<file path="src/design/dccl_pkg.sv">
package dccl_pkg;

   // Mode pin codes as sampled after init_done rises.
   typedef enum logic [2:0]
   {
      DCCL_MODE_MSER = 3'h0,
      DCCL_MODE_SPER = 3'h3,
      DCCL_MODE_MPAR = 3'h4,
      DCCL_MODE_APER = 3'h5,
      DCCL_MODE_SSER = 3'h7
   } dccl_mode_t;

   // Preamble that opens the bitstream header.
   localparam logic [3:0] PREAMBLE = 4'h2;
   // Width of the stored length count.
   localparam int LEN_W = 24;
   // Configuration clocks from length match to I/O release.
   localparam logic [1:0] RELEASE_CLKS = 2'h2;
   // Further clocks from length match to the finish point.
   localparam logic [2:0] FINISH_CLKS = 3'h4;
   // Index of the last bit in one configuration byte.
   localparam logic [2:0] BYTE_LAST = 3'h7;
   // Own frame count default, a plain value.
   localparam logic [23:0] OWN_BITS_DEF = 24'h00_0040;
   // Master clock divider: half period in system clocks.
   localparam logic [3:0] MCLK_HALF = 4'h6;
   // Byte address width for master parallel loading.
   localparam int ADDR_W = 22;

   // Bus decode: register offsets (byte addresses).
   localparam logic [3:0] REG_CTRL = 4'h0;
   localparam logic [3:0] REG_STAT = 4'h4;
   localparam logic [3:0] REG_IRQ = 4'h8;
   localparam logic [3:0] REG_MASK = 4'hC;
   // Interrupt event bit positions.
   localparam int EV_MATCH = 0;
   localparam int EV_FINISH = 1;
   localparam int EV_BYTE = 2;
   localparam int EV_N = 3;

   // Bus request bundle.
   typedef struct packed
   {
      logic [3:0] address;
      logic read;
      logic write;
      logic [31:0] writedata;
   } dccl_req_t;

endpackage

</file>
<file path="src/design/dccl_sync.sv">
`timescale 1ns/1ns
`default_nettype none
// Two-stage synchroniser for a group of pin inputs.
module dccl_sync #(parameter int W = 1)
(
   input wire logic clk_i,
   input wire logic rst_i,
   input wire logic [W-1:0] d_i,
   output logic [W-1:0] q_o
);
   // First stage; only the second stage reads it.
   logic [W-1:0] meta;

   // Both stages reset to zero and then follow the pin.
   always_ff @(posedge clk_i)
   begin
      if (rst_i)
      begin
         meta <= '0;
         q_o <= '0;
      end
      else
      begin
         meta <= d_i;
         q_o <= meta;
      end
   end
endmodule
`default_nettype wire

</file>
<file path="src/design/dccl_top.sv">
// The implementer's own choices: the Avalon-MM register port and the register offsets.
`timescale 1ns/1ns
`default_nettype none
module dccl_top
(
   input wire logic MCLK_I,
   input wire logic RST_I,
   input wire logic [3:0] AVS_ADDRESS_I,
   input wire logic AVS_READ_I,
   input wire logic AVS_WRITE_I,
   input wire logic [31:0] AVS_WRITEDATA_I,
   output logic [31:0] AVS_READDATA_O,
   output logic AVS_WAITREQUEST_O,
   output logic IRQ_O,
   input wire logic INIT_DONE_I,
   input wire logic [2:0] MODE_SELECT_PINS_I,
   output logic MODE1_O,
   output logic MODE1_OE_O,
   input wire logic MODE1_USER_I,
   input wire logic MODE1_USER_OE_I,
   input wire logic CFG_CLK_I,
   output logic CFG_CLK_O,
   output logic CFG_CLK_OE_O,
   input wire logic CFG_DATA_I,
   input wire logic [7:0] PDATA_I,
   output logic [7:0] PDATA_O,
   output logic PDATA_OE_O,
   input wire logic CS_I,
   input wire logic WS_I,
   input wire logic RS_I,
   output logic WRITE_READY_FLAG_O,
   output logic WRITE_READY_WEAK_O,
   output logic ADDRESS_ADVANCE_STROBE_O,
   output logic [dccl_pkg::ADDR_W-1:0] CFG_ADDR_O,
   output logic CHAIN_DATA_OUT_O,
   output logic CONFIG_COMPLETE_O,
   output logic CONFIG_COMPLETE_OE_O,
   output logic USER_IO_EN_O,
   output logic READBACK_OK_O
);
   import dccl_pkg::*;

   ////////////////////////////////////////////////////////////////////////////
   // Pin synchronisers.

   // Synchronised copies of the asynchronous pins.
   logic [16:0] pins_s;
   logic init_s;
   logic configuration_clock_in_s;
   logic din_s;
   logic cs_s;
   logic ws_s;
   logic rs_s;
   logic [2:0] mode_s;
   logic [7:0] pdata_s;

   // Every configuration pin passes two flip-flops before use; the bus and MODE1 user inputs are used directly.
   dccl_sync #(.W(17)) u_sync
   (
      .clk_i(MCLK_I),
      .rst_i(RST_I),
      .d_i({INIT_DONE_I, CFG_CLK_I, CFG_DATA_I, CS_I, WS_I, RS_I, MODE_SELECT_PINS_I,
            PDATA_I}),
      .q_o(pins_s)
   );
   assign {init_s, configuration_clock_in_s, din_s, cs_s, ws_s, rs_s, mode_s, pdata_s} = pins_s;

   ////////////////////////////////////////////////////////////////////////////
   // Mode capture.

   // Latched mode and a flag that it is valid.
   dccl_mode_t mode;
   logic mode_valid;
   logic init_q;
   // Master modes and async peripheral drive the clock themselves.
   logic drive_clk;

   // Mode is sampled on the first cycle init done is seen high.
   always_ff @(posedge MCLK_I)
   begin
      if (RST_I)
      begin
         init_q <= 1'b0;
         mode_valid <= 1'b0;
         mode <= DCCL_MODE_SSER;
      end
      else
      begin
         init_q <= init_s;
         if (init_s && !init_q && !mode_valid)
         begin
            mode <= dccl_mode_t'(mode_s);
            mode_valid <= 1'b1;
         end
      end
   end
   assign drive_clk = mode_valid && (mode == DCCL_MODE_MSER || mode == DCCL_MODE_MPAR ||
                                     mode == DCCL_MODE_APER);

   ////////////////////////////////////////////////////////////////////////////
   // Configuration clock: own divider or sampled pin.

   logic [3:0] div_cnt;
   logic configuration_clock_gen;
   logic run_clk;
   logic configuration_clock_q;
   logic configuration_clock_rise;
   logic configuration_clock_cur;

   // The divider toggles the driven clock while clocking is needed.
   always_ff @(posedge MCLK_I)
   begin
      if (RST_I)
      begin
         div_cnt <= 4'h0;
         configuration_clock_gen <= 1'b0;
      end
      else if (run_clk && div_cnt == MCLK_HALF - 4'h1)
      begin
         div_cnt <= 4'h0;
         configuration_clock_gen <= ~configuration_clock_gen;
      end
      else
      begin
         div_cnt <= run_clk ? div_cnt + 4'h1 : 4'h0;
      end
   end
   assign configuration_clock_cur = drive_clk ? configuration_clock_gen : configuration_clock_in_s;

   // Edge detect on the selected clock; only rising edges act.
   always_ff @(posedge MCLK_I)
   begin
      if (RST_I)
      begin
         configuration_clock_q <= 1'b0;
      end
      else
      begin
         configuration_clock_q <= configuration_clock_cur;
      end
   end
   assign configuration_clock_rise = mode_valid && configuration_clock_cur && !configuration_clock_q;
   assign CFG_CLK_O = configuration_clock_gen;
   assign CFG_CLK_OE_O = drive_clk;

   ////////////////////////////////////////////////////////////////////////////
   // Byte feed for parallel modes, giving one serial bit per clock.

   logic par_mode;
   logic [7:0] shreg;
   logic [2:0] bit_idx;
   logic byte_full;
   logic ws_q;
   logic ser_bit;
   logic byte_ev;

   assign par_mode = mode == DCCL_MODE_MPAR || mode == DCCL_MODE_APER ||
                     mode == DCCL_MODE_SPER;

   // A byte loads on write end or on a configuration clock edge and shifts out MSB first.
   always_ff @(posedge MCLK_I)
   begin
      if (RST_I)
      begin
         shreg <= 8'h00;
         bit_idx <= 3'h0;
         byte_full <= 1'b0;
         ws_q <= 1'b1;
         CFG_ADDR_O <= '0;
         ADDRESS_ADVANCE_STROBE_O <= 1'b0;
         byte_ev <= 1'b0;
      end
      else
      begin
         ws_q <= ws_s;
         byte_ev <= 1'b0;
         ADDRESS_ADVANCE_STROBE_O <= 1'b0;
         if (!byte_full && par_mode && mode_valid)
         begin
            // Peripheral write ends on the rising write strobe.
            if (mode == DCCL_MODE_APER && !cs_s && ws_s && !ws_q)
            begin
               shreg <= pdata_s;
               byte_full <= 1'b1;
               byte_ev <= 1'b1;
            end
            // Master and synchronous parallel take the byte on a clock edge.
            else if (mode != DCCL_MODE_APER && configuration_clock_rise)
            begin
               shreg <= pdata_s;
               byte_full <= 1'b1;
               byte_ev <= 1'b1;
               if (mode == DCCL_MODE_MPAR)
               begin
                  // Strobe rises this cycle, the address moves next cycle.
                  ADDRESS_ADVANCE_STROBE_O <= 1'b1;
               end
            end
         end
         else if (byte_full && configuration_clock_rise)
         begin
            shreg <= {shreg[6:0], 1'b0};
            bit_idx <= bit_idx + 3'h1;
            if (bit_idx == BYTE_LAST)
            begin
               byte_full <= 1'b0;
            end
         end
         if (ADDRESS_ADVANCE_STROBE_O)
         begin
            CFG_ADDR_O <= CFG_ADDR_O + 1'b1;
         end
      end
   end
   assign ser_bit = par_mode ? shreg[7] : din_s;

   // Ready while the shifter can take a byte.
   assign WRITE_READY_FLAG_O = init_s && !byte_full;
   // A weak pull-up stands in until init done is high.
   assign WRITE_READY_WEAK_O = !init_s;
   // Async peripheral read returns the ready state on bit 7.
   assign PDATA_O = {WRITE_READY_FLAG_O, 7'h00};
   assign PDATA_OE_O = mode_valid && mode == DCCL_MODE_APER && !cs_s && !rs_s;

   ////////////////////////////////////////////////////////////////////////////
   // Header parser and chain output.

   typedef enum logic [2:0] {ST_IDLE, ST_PRE, ST_LEN, ST_OWN, ST_PASS} dccl_hdr_t;
   dccl_hdr_t hst;
   logic [3:0] pre_sh;
   logic [4:0] len_idx;
   logic [LEN_W-1:0] len_val;
   logic [LEN_W-1:0] own_left;
   logic [LEN_W-1:0] clk_cnt;
   logic [LEN_W-1:0] own_bits;
   logic chain_bit;

   // Clocks and preamble search start from init done.
   always_ff @(posedge MCLK_I)
   begin
      if (RST_I)
      begin
         hst <= ST_IDLE;
         pre_sh <= 4'hF;
         len_idx <= 5'h0;
         len_val <= '0;
         own_left <= '0;
         chain_bit <= 1'b1;
      end
      else if (configuration_clock_rise && (!par_mode || byte_full))
      begin
         case (hst)
            ST_IDLE, ST_PRE:
            begin
               // Header bits are passed through while hunting.
               chain_bit <= ser_bit;
               pre_sh <= {pre_sh[2:0], ser_bit};
               hst <= ST_PRE;
               if ({pre_sh[2:0], ser_bit} == PREAMBLE)
               begin
                  hst <= ST_LEN;
                  len_idx <= 5'h0;
               end
            end
            ST_LEN:
            begin
               chain_bit <= ser_bit;
               len_val <= {len_val[LEN_W-2:0], ser_bit};
               len_idx <= len_idx + 5'h1;
               if (len_idx == 5'(LEN_W - 1))
               begin
                  hst <= ST_OWN;
                  own_left <= own_bits;
               end
            end
            ST_OWN:
            begin
               chain_bit <= 1'b1;
               own_left <= own_left - 1'b1;
               if (own_left == 24'h00_0001)
               begin
                  hst <= ST_PASS;
               end
            end
            ST_PASS:
            begin
               chain_bit <= ser_bit;
            end
            default:
            begin
               hst <= ST_IDLE;
            end
         endcase
      end
   end
   assign CHAIN_DATA_OUT_O = chain_bit;

   ////////////////////////////////////////////////////////////////////////////
   // Length match, start-up and finish point.

   logic matched;
   logic [2:0] post_cnt;
   logic finished;
   logic match_ev;
   logic finish_ev;

   // Count configuration clocks from init done up to the match; match starts start-up.
   always_ff @(posedge MCLK_I)
   begin
      if (RST_I)
      begin
         clk_cnt <= '0;
         matched <= 1'b0;
         post_cnt <= 3'h0;
         finished <= 1'b0;
         match_ev <= 1'b0;
         finish_ev <= 1'b0;
      end
      else
      begin
         match_ev <= 1'b0;
         finish_ev <= 1'b0;
         if (configuration_clock_rise && !matched)
         begin
            clk_cnt <= clk_cnt + 1'b1;
            // Same edge in every device, as all share one clock and count.
            if (hst != ST_IDLE && hst != ST_PRE && hst != ST_LEN &&
                clk_cnt + 1'b1 == len_val)
            begin
               matched <= 1'b1;
               match_ev <= 1'b1;
            end
         end
         else if (configuration_clock_rise && matched && !finished)
         begin
            post_cnt <= post_cnt + 3'h1;
            if (post_cnt + 3'h1 == FINISH_CLKS)
            begin
               finished <= 1'b1;
               finish_ev <= 1'b1;
            end
         end
      end
   end
   // Master keeps clocking until the finish point; slaves rely on the lead.
   assign run_clk = drive_clk && !finished;
   // I/O release and complete flag follow two clocks after the last bit.
   assign USER_IO_EN_O = matched && post_cnt >= 3'(RELEASE_CLKS);
   assign CONFIG_COMPLETE_O = USER_IO_EN_O;
   assign CONFIG_COMPLETE_OE_O = 1'b1;
   // Without the finish point readback and test ops stay locked.
   assign READBACK_OK_O = finished;
   // After loading the middle mode pin is a bare user output.
   assign MODE1_O = MODE1_USER_I;
   assign MODE1_OE_O = finished && MODE1_USER_OE_I;

   ////////////////////////////////////////////////////////////////////////////
   // Avalon slave: control, status, interrupt status and mask.

   logic [EV_N-1:0] irq_stat;
   logic [EV_N-1:0] irq_mask;
   logic [EV_N-1:0] ev;
   logic ack;

   assign ev = {byte_ev, finish_ev, match_ev};
   // One wait cycle per access, then the answer.
   assign AVS_WAITREQUEST_O = (AVS_READ_I || AVS_WRITE_I) && !ack;

   // Control holds own frame bit count; interrupt status bits are sticky, write one clears.
   always_ff @(posedge MCLK_I)
   begin
      if (RST_I)
      begin
         ack <= 1'b0;
         own_bits <= OWN_BITS_DEF;
         irq_mask <= '0;
         irq_stat <= '0;
         AVS_READDATA_O <= 32'h0000_0000;
      end
      else
      begin
         ack <= (AVS_READ_I || AVS_WRITE_I) && !ack;
         irq_stat <= irq_stat | ev;
         // A write lands only at the edge where waitrequest is seen low.
         if (AVS_WRITE_I && ack)
         begin
            case (AVS_ADDRESS_I)
               REG_CTRL: own_bits <= AVS_WRITEDATA_I[LEN_W-1:0];
               REG_IRQ: irq_stat <= (irq_stat & ~AVS_WRITEDATA_I[EV_N-1:0]) | ev;
               REG_MASK: irq_mask <= AVS_WRITEDATA_I[EV_N-1:0];
               default: ;
            endcase
         end
         if (AVS_READ_I && !ack)
         begin
            case (AVS_ADDRESS_I)
               REG_CTRL: AVS_READDATA_O <= {8'h00, own_bits};
               REG_STAT: AVS_READDATA_O <= {20'h0_0000, 1'(mode_valid), mode, 1'(finished),
                                            1'(matched), WRITE_READY_FLAG_O, 5'(hst)};
               REG_IRQ: AVS_READDATA_O <= {29'h0000_0000, irq_stat};
               REG_MASK: AVS_READDATA_O <= {29'h0000_0000, irq_mask};
               default: AVS_READDATA_O <= 32'h0000_0000;
            endcase
         end
      end
   end
   assign IRQ_O = |(irq_stat & irq_mask);

   ////////////////////////////////////////////////////////////////////////////
   // Checks.

   // One header step taken while in the own frames.
   logic own_step;
   assign own_step = hst == ST_OWN && configuration_clock_rise && (!par_mode || byte_full);

   a_ready_before_init: assert property (@(posedge MCLK_I) disable iff (RST_I)
      !init_s |-> WRITE_READY_WEAK_O && !WRITE_READY_FLAG_O)
      else $error("ready not weak high before init");
   a_d7_ready: assert property (@(posedge MCLK_I) disable iff (RST_I)
      PDATA_OE_O |-> PDATA_O[7] == WRITE_READY_FLAG_O)
      else $error("D7 does not show ready");
   a_strobe_before_addr: assert property (@(posedge MCLK_I) disable iff (RST_I)
      $changed(CFG_ADDR_O) |-> $past(ADDRESS_ADVANCE_STROBE_O))
      else $error("address changed without strobe");
   a_ready_flag: assert property (@(posedge MCLK_I) disable iff (RST_I)
      WRITE_READY_FLAG_O |-> init_s && !byte_full)
      else $error("ready while busy");
   // The last length bit still passes through for one clock, so only a step
   // taken inside the own frames must be followed by a forced high.
   a_own_high: assert property (@(posedge MCLK_I) disable iff (RST_I)
      own_step |=> CHAIN_DATA_OUT_O)
      else $error("chain out not high in own frames");
   a_release_two: assert property (@(posedge MCLK_I) disable iff (RST_I)
      $rose(matched) |-> !USER_IO_EN_O)
      else $error("I/O released too early");
   a_finish_gate: assert property (@(posedge MCLK_I) disable iff (RST_I)
      !finished |-> !READBACK_OK_O && !MODE1_OE_O)
      else $error("readback enabled without finish");
   // The driven clock must freeze once the finish point is reached.
   a_clk_stop: assert property (@(posedge MCLK_I) disable iff (RST_I)
      finished |=> $stable(CFG_CLK_O))
      else $error("master clock runs after finish");
   c_match: cover property (@(posedge MCLK_I) disable iff (RST_I) $rose(matched));
   c_finish: cover property (@(posedge MCLK_I) disable iff (RST_I) $rose(finished));
   c_pass: cover property (@(posedge MCLK_I) disable iff (RST_I) hst == ST_PASS);
endmodule
`default_nettype wire

</file>
<file path="config.mk">
export PLATFORM = sky130hd
export DESIGN_NAME = dccl_top
export DESIGN_NICKNAME = d
export VERILOG_FILES = /design/src/design/dccl_pkg.sv /design/src/design/dccl_sync.sv /design/src/design/dccl_top.sv
export SDC_FILE = /design/constraint.sdc
export NUM_CORES = 1
export LEC_CHECK = 0
export BUFFER_PORTS_ARGS = -buffer_cell sky130_fd_sc_hd__buf_2
export CORE_MARGIN = 1.5
export CORE_UTILIZATION = 35
export CTS_CLUSTER_SIZE = 14
export DETAILED_ROUTE_END_ITERATION = 6
export HOLD_SLACK_MARGIN = 0.06
export MAX_ROUTING_LAYER = met4
export PLACE_DENSITY = 0.5
export SLEW_MARGIN = 20
export SYNTH_ARGS = -nofsm -noshare
export SYNTH_HDL_FRONTEND = slang
export SYNTH_HIERARCHICAL = 1
export SYNTH_SLANG_ARGS = --single-unit
</file>
<file path="constraint.sdc">
create_clock -name MCLK_I -period 2.3 [get_ports MCLK_I]
set_input_delay 0.23 -clock MCLK_I [delete_from_list [all_inputs] [get_ports MCLK_I]]
set_output_delay 0.23 -clock MCLK_I [all_outputs]
set_load 0.02 [all_outputs]
</file>
# Word level (Yosys, flattened, before mapping)
# Cells that the tools add are included.
# Widths: inputs -> output; s select.
# op_classes
add_sub_neg	7
magnitude_cmp	1
eq_ne	24
muxes	28
bitwise_logic	12
reduce_logical	79
# op_table
cell	n
$pmux 24 s4	1
$pmux 24 s2	1
$mux 8	4
$logic_and 1x1->1	30
$add 24x1->24 const B	1
$eq 24x1->1 const B	1
$eq 24x24->1	1
$mux 24	1
$sub 24x1->24 const B	1
$add 22x1->22 const B	1
$reduce_and 2->1	9
$eq 3x3->1 const B	5
$logic_not 1->1	12
$mux 1	12
$mux 3	4
$pmux 3 s4	1
$reduce_and 3->1	4
$pmux 5 s2	1
$reduce_bool 2->1	5
$eq 3x2->1 const B	3
$reduce_or 3->1	3
$eq 4x3->1 const B	2
$eq 4x4->1 const B	2
$reduce_or 4->1	2
other kinds (24)	44
# word_totals
register_bits	236
input_bits	59
output_inout_bits	77
word_cells	183

# Longest topological paths before layout
# Gate-level depths: netlist of the first run.
# depth
word_depth	11
ltp_mapped	9
depth_no_buf	8

# By module
# The synthesis of the first run kept the hierarchy.
# modules_own_cells
mod	instances	cells_each	area_each_um2	seq_area_each_um2
dccl_top	1	1154	9514.1	3883.7
dccl_sync	1	71	937.1	680.7

# Worst setup path before layout of the first run
# No wires, ideal clock.
# synth_timing
path_type	register to register
start	register own_left[16]
end	register hst[0]
setup_ns	0.130
t_arrival_ns	1.938
required_ns	2.170
slack_ns	0.232
stages_incl_launch_ff	7
n_path_buf	0
synth_period_minus_slack_ns	2.068
path_cell_list	dfxtp_1 > or4_4 > or4_4 > nor4_4 > nor3_1 > nor4b_2 > a211oi_1
# synth_via
elab_chain_len	3
# synth_rtl
item	line	source
from (decl)	dccl_top.sv:233	logic [LEN_W-1:0] own_left;
from (signal assigned)	dccl_top.sv:273	own_left <= own_bits;
from (signal assigned)	dccl_top.sv:279	own_left <= own_left - 1'b1;
$eq 24x1->1	dccl_top.sv:280	if (own_left == 24'h00_0001)
$ne 2x2->1 (no source line)	--	
$reduce_and 4->1 (no source line)	--	
to (signal assigned)	dccl_top.sv:272	hst <= ST_OWN;
to (signal assigned)	dccl_top.sv:282	hst <= ST_PASS;
to (signal assigned)	dccl_top.sv:291	hst <= ST_IDLE;
to (decl)	dccl_top.sv:229	dccl_hdr_t hst;
# Every way passes these cells.
# A chain may end at the register's enable or synchronous reset.

# Worst setup path in the final report of the first run
# layout_timing
start	register clk_cnt[0]
end	register match_ev
# layout_via
elab_chain_len	4
# layout_rtl
item	line	source
from (decl)	dccl_top.sv:234	logic [LEN_W-1:0] clk_cnt;
from (signal assigned)	dccl_top.sv:325	clk_cnt <= clk_cnt + 1'b1;
$add 24x1->24	dccl_top.sv:328	clk_cnt + 1'b1 == len_val)
$eq 24x24->1	dccl_top.sv:328	
$logic_and 1x1->1	dccl_top.sv:327	if (hst != ST_IDLE && hst != ST_PRE && hst != ST_LEN &&
$mux 1	dccl_top.sv:327	
to (signal assigned)	dccl_top.sv:316	match_ev <= 1'b0;
to (signal assigned)	dccl_top.sv:321	match_ev <= 1'b0;
to (signal assigned)	dccl_top.sv:331	match_ev <= 1'b1;
to (decl)	dccl_top.sv:304	logic match_ev;
# Every way passes these cells.

==> results.toml, run 1 <==
[synth]
synth.avg_cell_area_um2 = 8.53
synth_warnings = 6
yosys.area.top_type = "dfxtp_1"
synth_common_cells = "228 x dfxtp_1, 164 x nor2_1, 127 x nand2_1"
synth_cell_types = 74
yosys-top-cells-area = "dfxtp_1 44%, nor2_1 5.9%, a21oi_1 4.7%, nand2_1 4.6%, xor2_1 4.4%"
postSynth.asyncResetShare_pct = 0
synth-edff-count = 0
synth_top_area_share_pct = 43.7
synth_most_common_cell = "dfxtp_1"
synthesis.area_um2 = 10500
ys.flop_type = "dfxtp_1"
syn_inst = 1225
yosysSeqAreaShare_pct = 43.7
synth-seq-cells = 228

[placed_design]
pre_cts_slack_ns = 0.0414
place_congestion = 0.831
hpwl_mm = 18.7
post_dp_cell_area_um2 = 11600
dp.cells = 1712
port_buffers = 109

[critical_path]
cpMaxStageDelayCell = "a221oi_1"
path_class = "flop to flop"
cpLargestDelayFamily = "compound AO/OA/AOI/OAI gates"
crit_required_ns = 2.71
cp-end-kind = "flop"
path_cells = "ha_1 -> nand3_1 -> nor2_2 -> buf_4 -> a211o_1 -> a221oi_1 -> nand2_1 -> nor4b_1"
max_stage_delay_ns = 0.41
critPathMaxFanout = 6
arrival_ns = 2.61
cp-start-kind = "flop"
path_buf_inv = 1

[power]
vdd_drop_max_v = 0.000585
finalPower_mw = 8.51
powerDensity_nw_per_um2 = 655
p_leak_nw = 5.04

[clocking]
root_buffer = "clkbuf_16"
insertion_delay_ns = 0.53
clock_sinks = 228
clkTransAtPathRegs_ns = 0.06
cts_max_path_buffers = 3
cts_tree = "built"
numCtsBuffers = 26
htreeDepth = 1

[min_path]
hold_class = "input port to flop"

[floorplanning]
io_pins = 136
die_height_um = 176
core-area_um2 = 29500
start_util_pct = 35.5
rows = 63
die_x_um = 176
dieArea_um2 = 30900

[cells_and_area]
nets = 1466
area_growth_syn_to_layout_pct = 24.3
drive_gt1_share_pct = 18.5
fin_util_pct = 44.1
antenna_cells = 0
stdcell_area_um2 = 13000
fin_cells = 1805

[grt]
first_global_vias = 8462
grt_usage_pct = 17.6
grt_pass1_wl_mm = 43.5
grt_max_degree = 122
antenna_found_initial = 0
overflow = 0

[status]
status = "completed"

[routing]
wl_met2_mm = 12.6
drtPass1Iterations = 5
wirelength_mm = 26.8
top_layer = "met4"
drcViolationCount = 0
drtIter0Drc = 621
route.vias.total = 8961
vias_per_cell = 4.96
wl_met3_um = 793
wl_met1_mm = 12.9
antenna_left = 0
wl_per_cell_um = 14.9

[sta]
max-slew-margin-rel_pct = 53.2
tightest_slew_ns = 0.703
worst_clock_skew_ns = 0.0102
fin_hold_ws_ns = 0.269
slew_violations = 0
min_period_ns = 2.20
finalCritPeriodShare_pct = 95.7
final_hold_viol_count = 0
fin_ws_ns = 0.0993
fmax_mhz = 454
setup_tns_ns = 0
finalSetupViolCount = 0

[run]
maxCapViolCount = 0
-- cell families (layout without fill, tap and decap cells) --
group | after synthesis | after routing | synth area share (%)
XOR/XNOR | 90 | 90 | 7.54
AO/OA/AOI/OAI | 208 | 208 | 12.9
other | 2 | 16 | 0.0719
adder cells (fa/ha/maj) | 11 | 11 | 1.32
multiplexers | 36 | 36 | 3.48
buffers and inverters | 116 | 292 | 5.77
AND/OR/NAND/NOR | 534 | 534 | 25.2
flip-flops | 228 | 228 | 43.7
-- registers in the layout (all words and copies together) (netlist names), 3 cells and up --
register / count
irq_stat: 3
len_val: 24
clk_cnt: 24
CFG_ADDR_O: 22
own_left: 24
irq_mask: 3
u_sync/q_o: 17
mode: 3
bit_idx: 3
post_cnt: 3
own_bits: 24
u_sync/meta: 17
hst: 3
AVS_READDATA_O: 24
pre_sh: 3
shreg: 8
len_idx: 5
div_cnt: 4
-- area by class of cell --
cell class,instances,area (um2)
well taps,390,488
inverters,24,90.1
flip-flops and latches,228,4570
clock buffers,40,805
fillers,2951,16500
multi-input cells,895,5410
clock inverters,7,65.1
repair buffers,221,1570
-- power by group --
group	switching (mW)	total, mW	internal [mW]
sequential	0.0200	4.01	3.99
clock	1.64	4.14	2.51
combinational	0.209	0.358	0.149
-- layer usage --
metal | vias up | global-route usage, %
met1 | 4231 | 23.2
met3 | 37 | 1.97
met5 | - | -
met2 | 145 | 28.6
met4 | 0 | 4.31
li1 | 4548 | -
-- worst min-delay path: cells and delay by family --
kind                   cells  cell delay [ns]
buffers and inverters      1             0.21
AO/OA/AOI/OAI              1             0.06
AND/OR/NAND/NOR            3             0.25
-- repair_timing --
item,4_1_cts,5_1_grt
buffers inserted,0,0
gates resized for setup,0,9
hold buffers,46,0
endpoints found under the setup margin,0,7
hold endpoints to repair,68,0
-- path summary, 6_finish.rpt --
path                            slack (ns)              from  depth (start not counted)            end
worst max register to register         0.1        clk_cnt[0]                          8       match_ev
worst min register to register        0.43    u_sync/meta[3]                          1  u_sync/q_o[3]
worst max-delay path                   0.1        clk_cnt[0]                          8       match_ev
worst min-delay path                  0.27  AVS_ADDRESS_I[2]                          5    irq_stat[1]
-- cell usage in the layout, fill, tap and decap left out, types with 7 or more instances in the layout --
master         instances
and3_1                14
nand2_1              127
clkbuf_8               8
xnor2_1               38
nor3_1                27
inv_1                 24
nand3_1               58
nor4_1                 9
a211o_1                8
o21ai_0               30
and4_1                 7
xor2_1                52
buf_2                108
and2_1                 8
a22oi_1               13
nand4_1               24
mux2i_1               33
a21oi_1               99
nor2b_1               38
nor2_1               163
a221oi_1               7
ha_1                  11
o221a_2                7
nand2b_1               7
clkbuf_16             27
conb_1                16
dlygate4sd3_1         46
buf_4                 61
dfxtp_1              227
Power figures use the tool's default switching activity.
==> run 2, diff against run 1 <==
ABC_AREA = 1   (was default)
==> run 2 against run 1 <==
Synthesized cell count up 26%. Sequential share of layout area grew 0.27 points. Highest routed layer unchanged. Synthesized area is 2.5% higher. Cell count up 16%. Non-clock buffer count shrank 50. Critical endpoint is now PDATA_OE_O. Fmax rose by 5.2%. First-iteration DRC count is 19% lower. Routed wire length increased by 7.0%. Sequential cell count unchanged. Die area up 2.5%.
==> results.toml, run 2 <==
[synth]
yosysSeqAreaShare_pct = 42.6
synth_common_cells = "302 x nand2_1, 228 x dfxtp_1, 200 x nor2_1"
synth_compound_area_share_pct = 17.3
syn_inst = 1541
yosys-top-cells-area = "dfxtp_1 43%, nand2_1 11%, a21oi_1 7.2%, nor2_1 7.0%, o21ai_0 6.9%"
synth_most_common_cell = "nand2_1"
synth_warnings = 6
synth_cell_types = 49
synth_top_family_by_area = "simple AND/OR/NAND/NOR gates"
synth-xor-area-share_pct = 2.59
yosys.area.top_type = "dfxtp_1"
synth.avg_cell_area_um2 = 6.95
yosys.area_share.simple_pct = 25.5
muxShareOfSynthArea_pct = 0
synthAdderAreaFrac_pct = 1.28
postSynth.asyncResetShare_pct = 0
synth-edff-count = 0
synthesis.area_um2 = 10700
synth_top_area_share_pct = 42.6
synth-seq-cells = 228
ys.flop_type = "dfxtp_1"

[floorplanning]
start_util_pct = 35.9
core-area_um2 = 29900
io_pins = 136
rows = 63
die_height_um = 178
die_x_um = 178
dieArea_um2 = 31700

[power]
p_leak_nw = 5.65
powerDensity_nw_per_um2 = 671
vdd_drop_max_v = 0.000523

[grt]
grt-busiest-layer = "met2"
met1_usage_pct = 24.8
overflow = 0
grt_pass1_wl_mm = 45.8
grt_max_degree = 139
antenna_found_initial = 0
first_global_vias = 8847
grt_usage_pct = 18.4
grt_util_met2_pct = 29.0
grtUsageMet3_pct = 2.60

[critical_path]
cp-end-kind = "output pin"
arrival_ns = 1.86
crit_required_ns = 2.07
critPathMaxFanout = 6
path_class = "flop to output pin"
cp-start-kind = "flop"

[routing]
drcViolationCount = 0
drtIter0Drc = 502
wirelength_mm = 28.7
antenna_left = 0
wl_per_cell_um = 13.7
vias_per_cell = 4.70
route.vias.total = 9816
drtPass1Iterations = 5

[cells_and_area]
final_common_cell = "nand2_1"
area_growth_syn_to_layout_pct = 20.3
drive_gt1_share_pct = 12.4
final_cell_mix = "301 x nand2_1, 228 x dfxtp_1, 199 x nor2_1, 187 x inv_1, 155 x a21oi_1"
antenna_cells = 0
nets = 1751
fin_util_pct = 43.1

[placed_design]
place_congestion = 0.868
hpwl_mm = 20.3
port_buffers = 109

[sta]
min_period_ns = 2.09
fin_hold_ws_ns = 0.128
tightest_slew_ns = 1.05
setup_tns_ns = 0
finalCritPeriodShare_pct = 91.0
slew_violations = 0
finalSetupViolCount = 0
fmax_mhz = 478
rsz0062_at_grt = "no"
max-slew-margin-rel_pct = 30.0
worst_clock_skew_ns = 0.0201
final_hold_viol_count = 0

[clocking]
clock_sinks = 228
clkTransAtPathRegs_ns = 0.06
cts_tree = "built"
insertion_delay_ns = 0.54
cts_max_path_buffers = 3
numCtsBuffers = 26
root_buffer = "clkbuf_16"
htreeDepth = 1
postCtsSetupRepairBufs = 0

[status]
status = "completed"

[run]
maxCapViolCount = 0

[min_path]
hold_class = "input port to flop"
run 2: worst max-delay path: stages (launching register included):
cell and delay (ns):
dfxtp_1 0.30, inv_2 0.13, nand2_1 0.12, nor2_1 0.11, inv_1 0.06, or2_0 0.24, nor3_2 0.15, buf_2 0.19
run 2: timing repair:
| action | 4_1_cts | 5_1_grt |
|---|---|---|
| setup endpoints to repair | 0 | 2 |
| gates resized for setup | 0 | 2 |
| hold buffers | 43 | 0 |
| endpoints found under the hold margin | 45 | 0 |
run 2: cell type report:
type                    instances  area, um2
fillers                      3155      17000
multi-input cells            1056       5070
flip-flops and latches        228       4560
repair buffers                171       1160
clock buffers                  42        801
inverters                     198        744
well taps                     390        488
clock inverters                 5       61.3
run 2: cell families (layout without fill, tap and decap cells):
kind of cell,after synthesis,in the layout
AOI/OAI and AO/OA,353,353
xor gates and xnor gates,27,27
adders and majority gates,11,11
buffers and inverters,271,416
DFF,228,228
other,2,16
and+or+nand+nor,649,649
run 2: final timing paths:
kind	slack, ns	from	end	cells past startpoint
min reg2reg	0.39	u_sync/meta[4]	u_sync/q_o[4]	2
max	0.21	mode[1]	PDATA_OE_O	7
min	0.13	AVS_ADDRESS_I[2]	irq_mask[0]	3
max reg2reg	0.26	CFG_ADDR_O[0]	CFG_ADDR_O[18]	10
run 2: stage by stage:
| step | instance area [um2] | total power, mW | worst slack (ns) | cells |
|---|---|---|---|---|
| 6_report | 12900 | 8.65 | 0.208 | 2090 |
| 5_1_grt | 12900 | 9.00 | 0.0102 | 2090 |
| 4_1_cts | 12900 | 8.80 | 0.0431 | 2090 |
| 3_5_place_dp | 11600 | 4.54 | 0.258 | 2000 |
| 3_3_place_gp | 11600 | 4.54 | 0.269 | 2000 |
| 2_1_floorplan | 10800 | 4.42 | 0.481 | 1555 |
run 2: power breakdown:
group          internal, mW  switching [mW]
clock network          2.48            1.66
registers              4.02          0.0342
logic                 0.174           0.287
run 2: metal layers:
layer  routed length [um]  vias up
met5                    0        -
met2                12900      185
met3                 1240       38
met1                14000     4374
met4                  590        0
li1                     -     5219
